### src/verilog/usc_pkg.sv
/*
  Shared constants and types of the serial unit control and status block:
  register addresses, field positions, reset values and pin control bundle.
  Assumes an 8-bit register port addressed by byte.
*/
package usc_pkg;

  // Register addresses.
  localparam logic [7:0] USC_CTRL_ADDR = 8'hB8;
  localparam logic [7:0] USC_STAT_ADDR = 8'hB9;
  localparam logic [7:0] USC_DATA_ADDR = 8'hBA;

  // Reset values.
  localparam logic [7:0] USC_CTRL_RST = 8'h00;
  localparam logic [7:0] USC_STAT_RST = 8'h00;
  localparam logic [7:0] USC_DATA_RST = 8'h00;

  // Control register field positions.
  localparam int USC_CTRL_SIE = 7;
  localparam int USC_CTRL_OIE = 6;
  localparam int USC_CTRL_WM_LSB = 4;
  localparam int USC_CTRL_CS_LSB = 2;
  localparam int USC_CTRL_CLK = 1;
  localparam int USC_CTRL_TC = 0;

  // Status register field positions.
  localparam int USC_STAT_SIF = 7;
  localparam int USC_STAT_OIF = 6;
  localparam int USC_STAT_PF = 5;
  localparam int USC_STAT_DC = 4;
  localparam int USC_STAT_CNT_LSB = 0;

  // Transfer counter width.
  localparam int USC_CNT_W = 4;

  // Wire modes.
  typedef enum logic [1:0] {
    USC_WM_OFF = 2'h0,
    USC_WM_THREE = 2'h1,
    USC_WM_TWO = 2'h2,
    USC_WM_TWO_OVF = 2'h3
  } usc_wire_mode_t;

  // Clock sources for shift register and counter.
  typedef enum logic [1:0] {
    USC_CS_SOFT = 2'h0,
    USC_CS_TIMER = 2'h1,
    USC_CS_EXT_POS = 2'h2,
    USC_CS_EXT_NEG = 2'h3
  } usc_clk_src_t;

  // Stored control state.
  typedef struct packed {
    logic sie;
    logic oie;
    usc_wire_mode_t wm;
    usc_clk_src_t cs;
    logic clk_sel;
  } usc_ctrl_t;

  // Pin controls handed to the port logic.
  typedef struct packed {
    logic sda_out;
    logic sda_oe;
    logic scl_out;
    logic scl_oe;
    logic do_out;
    logic do_oe;
    logic do_override;
    logic sda_pullup;
    logic scl_pullup;
    logic do_pullup;
  } usc_pins_t;

endpackage

### src/verilog/usc_bus_cond.sv
/*
  Start and stop condition detector on synchronised data and clock levels.
  Assumes both inputs are already synchronised to clk.
*/
`timescale 1ns/100ps
module usc_bus_cond (
  // Clock and reset.
  input wire logic clk,
  input wire logic resetn,
  // Synchronised lines and detector enable.
  input wire logic sda_s,
  input wire logic scl_s,
  input wire logic en,
  // One-cycle detection pulses.
  output logic start_ff,
  output logic stop_ff
);
  logic sda_d_ff;
  logic scl_d_ff;
  logic nxt_start;
  logic nxt_stop;

  // Data moving while the clock stays high marks a start or a stop.
  always_comb begin
    nxt_start = en & scl_s & scl_d_ff & sda_d_ff & ~sda_s;
    nxt_stop = en & scl_s & scl_d_ff & ~sda_d_ff & sda_s;
  end

  // Previous samples and registered pulses.
  always_ff @(posedge clk or negedge resetn) begin
    if (!resetn) begin
      sda_d_ff <= 1'b1;
      scl_d_ff <= 1'b1;
      start_ff <= 1'b0;
      stop_ff <= 1'b0;
    end else begin
      sda_d_ff <= sda_s;
      scl_d_ff <= scl_s;
      start_ff <= nxt_start;
      stop_ff <= nxt_stop;
    end
  end
endmodule

### src/verilog/usc_sync.sv
/*
  Two flip-flop synchroniser for a group of asynchronous levels.
  Assumes the inputs change slowly against clk.
*/
`timescale 1ns/100ps
module usc_sync #(
  parameter int W = 2,
  parameter logic [W-1:0] RST = '1
) (
  // Clock and reset.
  input wire logic clk,
  input wire logic resetn,
  // Levels in and synchronised levels out.
  input wire logic [W-1:0] d,
  output logic [W-1:0] q_ff
);
  logic [W-1:0] meta_ff;
  logic [W-1:0] nxt_meta;
  logic [W-1:0] nxt_q;

  // The first stage feeds the second stage only.
  always_comb begin
    nxt_meta = d;
    nxt_q = meta_ff;
  end

  // Bus lines idle released, so both stages reset high by default.
  always_ff @(posedge clk or negedge resetn) begin
    if (!resetn) begin
      meta_ff <= RST;
      q_ff <= RST;
    end else begin
      meta_ff <= nxt_meta;
      q_ff <= nxt_q;
    end
  end
endmodule

### src/verilog/usc_top.sv
/*
  Control and status of the universal serial unit: transfer counter,
  shift register, flags, interrupt requests and pin control for the
  disabled, three-wire and two-wire modes.
  Assumes a port register block that owns the pins and applies pins_ff,
  a timer compare pulse and global interrupt enable on clk, and bus pins
  arriving asynchronously.
*/
// The strobed register port is this design's own decision.
`timescale 1ns/100ps
// How it works
// Collision bit reads one when shift register bit 7 differs from data pin.
// Counter value is visible in status and software can read or overwrite it.
// Counter adds one per clock event from edges, timer match or soft strobe.
// External source with strobe select set: toggle strobe writes clock the counter.
// External clock pin still clocks the counter with wire mode disabled.
// Pending flag with its enable and global enable raises its request at once.
// Wire mode changes outputs, start and stop flag sources and clock hold; sampling and clocking behave alike in all modes.
// Wire mode zero disables outputs, clock hold and start detector.
// Three-wire mode: data output overrides port bit; direction and pull-up as usual.
// Three-wire clock pins stay normal port; software clocks by toggling the port bit.
// Two-wire modes: open-collector data and clock drivers enabled by direction bits.
// Two-wire data line pulled low when shift output or port bit is zero.
// Two-wire clock line pulled low when port bit is zero or a hold demands it.
// Detected start holds the clock line low until the start flag is cleared.
// Two-wire mode disables pull-ups on both bus pins; inputs unaffected.
// Mode three also holds the clock low after overflow until the flag is cleared.
// Overflow flag sets on wrap from fifteen to zero; writing one clears it.
// Start flag clears only by writing one; clearing releases the start hold.
// Soft strobe shifts and counts when selected; strobe bits read as zero.
// Counter write in the same cycle as a clock event keeps the written value.
module usc_top import usc_pkg::*; (
  // Clock and reset.
  input wire logic clk,
  input wire logic resetn,
  // Register port.
  input wire logic [7:0] reg_addr,
  input wire logic [7:0] reg_wdata,
  input wire logic reg_wr,
  input wire logic reg_rd,
  output logic [7:0] reg_rdata_ff,
  // Neighbouring on-chip logic.
  input wire logic timer_match,
  input wire logic global_irq_enable,
  // Port and direction bits of the shared pins.
  input wire logic port_sda,
  input wire logic port_scl,
  input wire logic port_do,
  input wire logic ddr_sda,
  input wire logic ddr_scl,
  input wire logic ddr_do,
  // Bus pin levels.
  input wire logic serial_data_in_pin,
  input wire logic serial_clock_pin,
  // Pin controls and requests.
  output usc_pins_t pins_ff,
  output logic clock_pin_toggle_ff,
  output logic irq_start_ff,
  output logic irq_ovf_ff
);
  logic [1:0] pin_s;
  logic sda_s;
  logic scl_s;
  logic start_p;
  logic stop_p;
  logic ctrl_wr;
  logic stat_wr;
  logic data_wr;
  logic two_wire;
  usc_clk_src_t cs_eff;
  logic sel_eff;
  logic ext_src;
  logic scl_rise;
  logic scl_fall;
  logic strobe_wr;
  logic toggle_wr;
  logic shift_ev;
  logic cnt_ev;
  logic change_edge;
  logic ovf_ev;
  logic start_set;
  usc_ctrl_t ctrl_ff;
  usc_ctrl_t nxt_ctrl;
  logic [7:0] nxt_rdata;
  logic [USC_CNT_W-1:0] cnt_ff;
  logic [USC_CNT_W-1:0] nxt_cnt;
  logic [7:0] sr_ff;
  logic [7:0] nxt_sr;
  logic latch_ff;
  logic nxt_latch;
  logic scl_d_ff;
  logic sif_ff;
  logic oif_ff;
  logic pf_ff;
  logic dc_ff;
  logic hold_ff;
  logic nxt_sif;
  logic nxt_oif;
  logic nxt_pf;
  logic nxt_dc;
  logic nxt_hold;
  usc_pins_t nxt_pins;
  logic nxt_toggle;
  logic nxt_irq_start;
  logic nxt_irq_ovf;

  // Bus pins are asynchronous; they pass two stages before any logic.
  usc_sync #(.W(2), .RST(2'h3)) u_sync (
    .clk(clk),
    .resetn(resetn),
    .d({serial_data_in_pin, serial_clock_pin}),
    .q_ff(pin_s)
  );
  assign sda_s = pin_s[1];
  assign scl_s = pin_s[0];

  // The detector only runs in the two-wire modes.
  usc_bus_cond u_cond (
    .clk(clk),
    .resetn(resetn),
    .sda_s(sda_s),
    .scl_s(scl_s),
    .en(two_wire),
    .start_ff(start_p),
    .stop_ff(stop_p)
  );

  // Decode and clock event selection; a control write acts with its new settings.
  always_comb begin
    ctrl_wr = reg_wr && (reg_addr == USC_CTRL_ADDR);
    stat_wr = reg_wr && (reg_addr == USC_STAT_ADDR);
    data_wr = reg_wr && (reg_addr == USC_DATA_ADDR);
    two_wire = (ctrl_ff.wm == USC_WM_TWO) || (ctrl_ff.wm == USC_WM_TWO_OVF);
    cs_eff = ctrl_wr ? usc_clk_src_t'(reg_wdata[USC_CTRL_CS_LSB +: 2]) : ctrl_ff.cs;
    sel_eff = ctrl_wr ? reg_wdata[USC_CTRL_CLK] : ctrl_ff.clk_sel;
    ext_src = (cs_eff == USC_CS_EXT_POS) || (cs_eff == USC_CS_EXT_NEG);
    scl_rise = scl_s & ~scl_d_ff;
    scl_fall = ~scl_s & scl_d_ff;
    strobe_wr = ctrl_wr & reg_wdata[USC_CTRL_CLK];
    toggle_wr = ctrl_wr & reg_wdata[USC_CTRL_TC];
    change_edge = (cs_eff == USC_CS_EXT_NEG) ? scl_rise : scl_fall;
    // Pin edges count whatever the wire mode is.
    unique case (cs_eff)
      USC_CS_SOFT: begin
        shift_ev = strobe_wr;
        cnt_ev = strobe_wr;
      end
      USC_CS_TIMER: begin
        shift_ev = timer_match;
        cnt_ev = timer_match;
      end
      USC_CS_EXT_POS: begin
        shift_ev = scl_rise;
        cnt_ev = sel_eff ? toggle_wr : (scl_rise | scl_fall);
      end
      USC_CS_EXT_NEG: begin
        shift_ev = scl_fall;
        cnt_ev = sel_eff ? toggle_wr : (scl_rise | scl_fall);
      end
    endcase
  end

  // Control register and read data; the read answer lasts one cycle only.
  always_comb begin
    nxt_ctrl = ctrl_ff;
    if (ctrl_wr) begin
      nxt_ctrl.sie = reg_wdata[USC_CTRL_SIE];
      nxt_ctrl.oie = reg_wdata[USC_CTRL_OIE];
      nxt_ctrl.wm = usc_wire_mode_t'(reg_wdata[USC_CTRL_WM_LSB +: 2]);
      nxt_ctrl.cs = cs_eff;
      nxt_ctrl.clk_sel = reg_wdata[USC_CTRL_CLK];
    end
    nxt_rdata = 8'h00;
    if (reg_rd && (reg_addr == USC_CTRL_ADDR)) begin
      nxt_rdata = {ctrl_ff.sie, ctrl_ff.oie, ctrl_ff.wm, ctrl_ff.cs, 2'h0};
    end else if (reg_rd && (reg_addr == USC_STAT_ADDR)) begin
      nxt_rdata = {sif_ff, oif_ff, pf_ff, dc_ff, cnt_ff};
    end else if (reg_rd && (reg_addr == USC_DATA_ADDR)) begin
      nxt_rdata = sr_ff;
    end
  end

  always_ff @(posedge clk or negedge resetn) begin
    if (!resetn) begin
      ctrl_ff <= usc_ctrl_t'(USC_CTRL_RST[7:1]);
      reg_rdata_ff <= 8'h00;
    end else begin
      ctrl_ff <= nxt_ctrl;
      reg_rdata_ff <= nxt_rdata;
    end
  end

  // Counter, shift register and output latch; a software write beats a clock.
  always_comb begin
    nxt_cnt = cnt_ff;
    ovf_ev = 1'b0;
    if (stat_wr) begin
      nxt_cnt = reg_wdata[USC_STAT_CNT_LSB +: USC_CNT_W];
    end else if (cnt_ev) begin
      nxt_cnt = cnt_ff + 1'b1;
      ovf_ev = (cnt_ff == '1);
    end
    nxt_sr = sr_ff;
    if (data_wr) begin
      nxt_sr = reg_wdata;
    end else if (shift_ev) begin
      nxt_sr = {sr_ff[6:0], sda_s};
    end
    // With an external clock the output moves on the edge opposite to sampling.
    nxt_latch = (ext_src && !change_edge) ? latch_ff : nxt_sr[7];
  end

  always_ff @(posedge clk or negedge resetn) begin
    if (!resetn) begin
      cnt_ff <= USC_STAT_RST[USC_STAT_CNT_LSB +: USC_CNT_W];
      sr_ff <= USC_DATA_RST;
      latch_ff <= 1'b0;
      scl_d_ff <= 1'b1;
    end else begin
      cnt_ff <= nxt_cnt;
      sr_ff <= nxt_sr;
      latch_ff <= nxt_latch;
      scl_d_ff <= scl_s;
    end
  end

  // Sticky flags; a setting event in the clearing cycle wins.
  always_comb begin
    start_set = (two_wire & start_p) |
                (~two_wire & ext_src & ~sel_eff & (scl_rise | scl_fall));
    nxt_sif = (sif_ff & ~(stat_wr & reg_wdata[USC_STAT_SIF])) | start_set;
    nxt_oif = (oif_ff & ~(stat_wr & reg_wdata[USC_STAT_OIF])) | ovf_ev;
    nxt_pf = (pf_ff & ~(stat_wr & reg_wdata[USC_STAT_PF])) | (two_wire & stop_p);
    // Hold starts on a start and ends with the flag clear or leaving two-wire.
    nxt_hold = (two_wire & hold_ff & ~(stat_wr & reg_wdata[USC_STAT_SIF])) |
               (two_wire & start_p);
    nxt_dc = sr_ff[7] ^ sda_s;
  end

  always_ff @(posedge clk or negedge resetn) begin
    if (!resetn) begin
      sif_ff <= USC_STAT_RST[USC_STAT_SIF];
      oif_ff <= USC_STAT_RST[USC_STAT_OIF];
      pf_ff <= USC_STAT_RST[USC_STAT_PF];
      dc_ff <= USC_STAT_RST[USC_STAT_DC];
      hold_ff <= 1'b0;
    end else begin
      sif_ff <= nxt_sif;
      oif_ff <= nxt_oif;
      pf_ff <= nxt_pf;
      dc_ff <= nxt_dc;
      hold_ff <= nxt_hold;
    end
  end

  // Pin controls; in mode zero every override and driver stays off.
  always_comb begin
    nxt_pins.sda_out = 1'b0;
    nxt_pins.scl_out = 1'b0;
    nxt_pins.sda_oe = two_wire & ddr_sda & (~latch_ff | ~port_sda);
    nxt_pins.scl_oe = two_wire & ddr_scl & (~port_scl | hold_ff |
                      ((ctrl_ff.wm == USC_WM_TWO_OVF) & oif_ff));
    nxt_pins.do_override = (ctrl_ff.wm == USC_WM_THREE);
    nxt_pins.do_out = latch_ff;
    nxt_pins.do_oe = (ctrl_ff.wm == USC_WM_THREE) & ddr_do;
    nxt_pins.sda_pullup = ~two_wire & ~ddr_sda & port_sda;
    nxt_pins.scl_pullup = ~two_wire & ~ddr_scl & port_scl;
    nxt_pins.do_pullup = ~ddr_do & port_do;
    // The toggle goes to the port bit whatever the mode, for master clocking.
    nxt_toggle = toggle_wr;
    nxt_irq_start = sif_ff & ctrl_ff.sie & global_irq_enable;
    nxt_irq_ovf = oif_ff & ctrl_ff.oie & global_irq_enable;
  end

  always_ff @(posedge clk or negedge resetn) begin
    if (!resetn) begin
      pins_ff <= '0;
      clock_pin_toggle_ff <= 1'b0;
      irq_start_ff <= 1'b0;
      irq_ovf_ff <= 1'b0;
    end else begin
      pins_ff <= nxt_pins;
      clock_pin_toggle_ff <= nxt_toggle;
      irq_start_ff <= nxt_irq_start;
      irq_ovf_ff <= nxt_irq_ovf;
    end
  end
endmodule
### config.mk
export PLATFORM = sky130hd
export DESIGN_NAME = usc_top
export DESIGN_NICKNAME = d
export VERILOG_FILES = /design/src/verilog/usc_pkg.sv /design/src/verilog/usc_bus_cond.sv /design/src/verilog/usc_sync.sv /design/src/verilog/usc_top.sv
export SDC_FILE = /design/constraint.sdc
export NUM_CORES = 1
export LEC_CHECK = 0
export BUFFER_PORTS_ARGS = -buffer_cell sky130_fd_sc_hd__buf_4
export CORE_MARGIN = 2
export CORE_UTILIZATION = 35
export DETAILED_ROUTE_END_ITERATION = 16
export PLACE_DENSITY_LB_ADDON = 0.08
export SLEW_MARGIN = 20
export SYNTH_ARGS = -nofsm -noshare
export SYNTH_HDL_FRONTEND = slang
export SYNTH_HIERARCHICAL = 1
export SYNTH_SLANG_ARGS = --single-unit
### constraint.sdc
create_clock -name clk -period 2.6 [get_ports clk]
set_input_delay 0.13 -clock clk [delete_from_list [all_inputs] [get_ports clk]]
set_output_delay 0.13 -clock clk [all_outputs]
set_load 0.05 [all_outputs]
==> summary by stage <==
Status
The flow ran to the end, and the final reports show no timing, DRC or antenna violations.

Final layout
The post-layout net count is roughly 290. Compared with the post-synthesis result, the final layout area differs by 25.2%. The number of antenna cells inserted is 0. The ratio of cells with drive above 1 in the final layout is a little under a third. The post-route core utilization is 45.8%.

Timing
The maximum clock skew at final layout is slightly above 8 ps. The max-slew violation count came to 0. Dividing the final minimum period by the clock period gives a little under nine tenths. Derived from the worst setup path, the maximum achievable clock frequency is approximately 450 MHz. The pin slew with the least headroom to its limit is between 600 and 700 ps. The count of final hold-check violations came to 0. Setup violations remaining at the end of the flow were counted as 0. Setup repair after global routing left no endpoint under its margin.

The remaining max-slew budget at the tightest pin is a little under three fifths. The final critical delay including setup and external delays is approximately 2200 ps. The post-route setup TNS is 0 ps.

GRT
The number of global-route vias before repair is between 1500 and 2000. The total overflow reported by the global router is 0. The initial antenna violation count came to 0. The first-pass GRT wire length is about 8.3 mm. Global routing used between 10% and 20% of the available tracks. Entering global routing, the biggest net connects 54 pins.

Clocking
TritonCTS built the clock tree. Counting the buffers created by CTS gives 5. The clock network latency to the later pin of the worst-skew pair is 310 ps. After clock tree synthesis, the setup repair step added 0 buffers.

The longest clock path from root to sink contains 2 buffers. The number of buffers inserted by hold repair at cts is 8. The tree built by TritonCTS fans out to 53 sinks. The maximum level of the CTS H-tree is 2. The root buffer cell is clkbuf_8.

Post-CTS repair changed the size of 0 cells. After clock tree synthesis, the clock-pin slew on the worst setup and hold paths is 100 ps.

Logic synthesis
The biggest area consumer among synthesized cells is dfrtp_1. The post-synthesis cell type count is between 40 and 50. The synthesized area per cell is ~12 µm². The Yosys warning count is 6.

The mapped cell area is around 0.0023 mm². By area the synthesized netlist is led by dfrtp_1 49%, dfstp_2 7.8%, mux2i_1 6.0%. The multiplexer share of the synthesized area is around 11%. Of the post-synthesis cell area, the dominant cell type holds 49.0%. Counting instances in the post-synthesis netlist gives the leading cell types as 46 x dfrtp_1, 23 x nand2_1, 14 x mux2i_1, 13 x nor2_1, 12 x a21oi_1.

The most repeated cell in the gate-level netlist after synthesis is dfrtp_1. For this run, the leading register cell type out of synthesis is dfrtp_1. The number of instances in the synthesized netlist is ~200.

Summing the areas of all fa, ha and maj instances in the mapped netlist gives roughly 1.6% of the synthesized area. Summing the areas of all xor and xnor instances in the mapped netlist gives about 1.5% of the synthesized area. The proportion of synthesized chip area in sequential cells is between 50% and 60%. Counting flops with a built-in enable in the synthesized netlist gives 0. The post-synthesis async set-or-reset flop share is 100%. The synthesized flop and latch total is between 50 and 60. By area, the combinational part of the netlist is dominated by simple AND/OR/NAND/NOR gates. Summing the areas of all and, or, nand and nor instances in the mapped netlist gives 16.5% of the synthesized area. The compound-gate portion of the synthesized area is a little under a tenth.

Power and ir drop
The worst-case IR drop observed on VDD is roughly 260 µV. The power density over cell area is 589 mW/mm². The total leakage power is 0.00150 µW.

Die
The floorplan has 29 rows. The top-level I/O count is 51. The die is ~86 µm wide. The vertical die dimension is around 86 µm.

The area of the die is ~0.0074 mm². The initial core utilization is about 37%. The floorplan step defined a core boundary enclosing ~0.0064 mm².

Detailed routing
The number of design rule violations left after detail routing is 0. The violation count after the first detailed-routing iteration is 77. Dividing the detail-routed wire length by the instance count gives around 15 µm. The count of nets left with antenna violations once routing finished came out at 0.

Before antenna repair, the detailed router went through 4 iterations. For this block, the via count after detailed routing is 1667. The wire length after detailed routing is approximately 5 mm. After detailed routing, the number of vias per cell comes to approximately 4.9.

Worst setup path
At the worst endpoint, the arrival time is between 2000 and 2500 ps. The worst flop-to-flop path startpoint is u_sync/q_ff[0]. At the worst endpoint, the required time is 2790 ps. The element type at the critical path start is a flip-flop. The largest fanout on the critical path is 5. The worst register-to-register path ends at latch_ff.

The start-to-end type of the worst setup path is flip-flop to flip-flop. The path depth of the worst reg2reg path is 7. The register-to-register setup slack is 370 ps. The endpoint class of the critical path is a flip-flop.

Hold path
The terminating pin of the worst hold path is irq_ovf_ff. The type of the most critical hold path is input pin to flip-flop. Counting instances, the worst hold path has a depth of 2.

The worst hold path begins at global_irq_enable.

Run
The number of max-capacitance violations reported is 0.

Place
At the end of routability-driven placement, the weighted congestion stood at 0.759. The estimated wirelength of the detail-placed design is 3.64 mm. The number of input and output port buffers inserted is 48.
-- cell type report --
cell class	count	area, µm²
well taps	77	96.3
repair buffers	58	455
clock inverters	2	13.8
clock buffers	6	72.6
multi-input cells	134	943
flip-flops and latches	53	1340
fillers	629	3480
inverters	7	26.3
-- kinds of logic after synthesis --
group / after synthesis
mux: 22
other cells: 1
compound gates: 34
simple gates: 69
buf+inv: 16
flops: 53
xor+xnor: 4
fa+ha+maj: 3
-- worst max-delay path: stages (launching register included) --
cell,delay [ps]
dfstp_2,580
inv_1,50
ha_1,210
mux4_2,500
mux2i_4,180
mux2i_1,240
a21oi_2,90
mux2_1,280
-- worst max-delay path by stage --
stage / depth (start not counted) / from / end
after floorplan: 7 / u_sync/q_ff[0] / latch_ff
after global routing: 7 / u_sync/q_ff[0] / latch_ff
after CTS: 7 / u_sync/q_ff[0] / latch_ff
after global placement: 7 / u_sync/q_ff[0] / latch_ff
after detailed placement: 7 / u_sync/q_ff[0] / latch_ff
final: 7 / u_sync/q_ff[0] / latch_ff
-- registers in the layout (all words and copies together) (netlist names), 2 cells and up --
register and flops:
pins_ff 8, reg_rdata_ff 8, sr_ff 8, ctrl_ff 7, cnt_ff 4, u_sync/meta_ff 2, u_sync/q_ff 2
-- cell usage in the layout, fill, tap and decap left out, drive strengths merged, types with 2 or more instances in the layout --
| cell | n |
|---|---|
| nand4 | 3 |
| mux2 | 6 |
| and2 | 2 |
| and3 | 6 |
| nor3b | 5 |
| nand2 | 23 |
| a21boi | 2 |
| a22oi | 6 |
| nor3 | 2 |
| mux2i | 15 |
| a22o | 3 |
| nand3 | 5 |
| xor2 | 3 |
| ha | 3 |
| clkbuf | 6 |
| o21ai | 5 |
| dlygate4sd3 | 8 |
| a21oi | 13 |
| inv | 8 |
| nor2b | 4 |
| dfrtp | 46 |
| buf | 50 |
| nor2 | 13 |
| a221o | 2 |
| conb | 2 |
| dfstp | 7 |
-- layer usage --
layer  wire length, µm  up-vias  GRT usage [%]
met5                 0        -              0
met4                40        0           3.03
met3               207        4           3.08
met2              2350       36           22.8
met1              2420      810           20.1
li1                  -      817              -
-- metrics by stage --
stage	setup WS, ps	hold slack [ps]	total power [µW]	std cells	cell area [µm²]
global route	260	67.9	1820	337	2940
CTS	355	62.6	1750	337	2940
detailed placement	361	209	1280	321	2780
global placement	398	213	1270	321	2780
floorplan	260	-166	1160	203	2350
finish	365	71.5	1730	337	2940
-- where the power goes --
part,switching [µW],leakage (µW),internal (µW),total [µW]
combinational,136,0.000756,133,269
sequential,83.9,0.000697,916,1000
clock,272,0.0000456,193,465
Note: power is estimated with default switching activity, not from simulation.
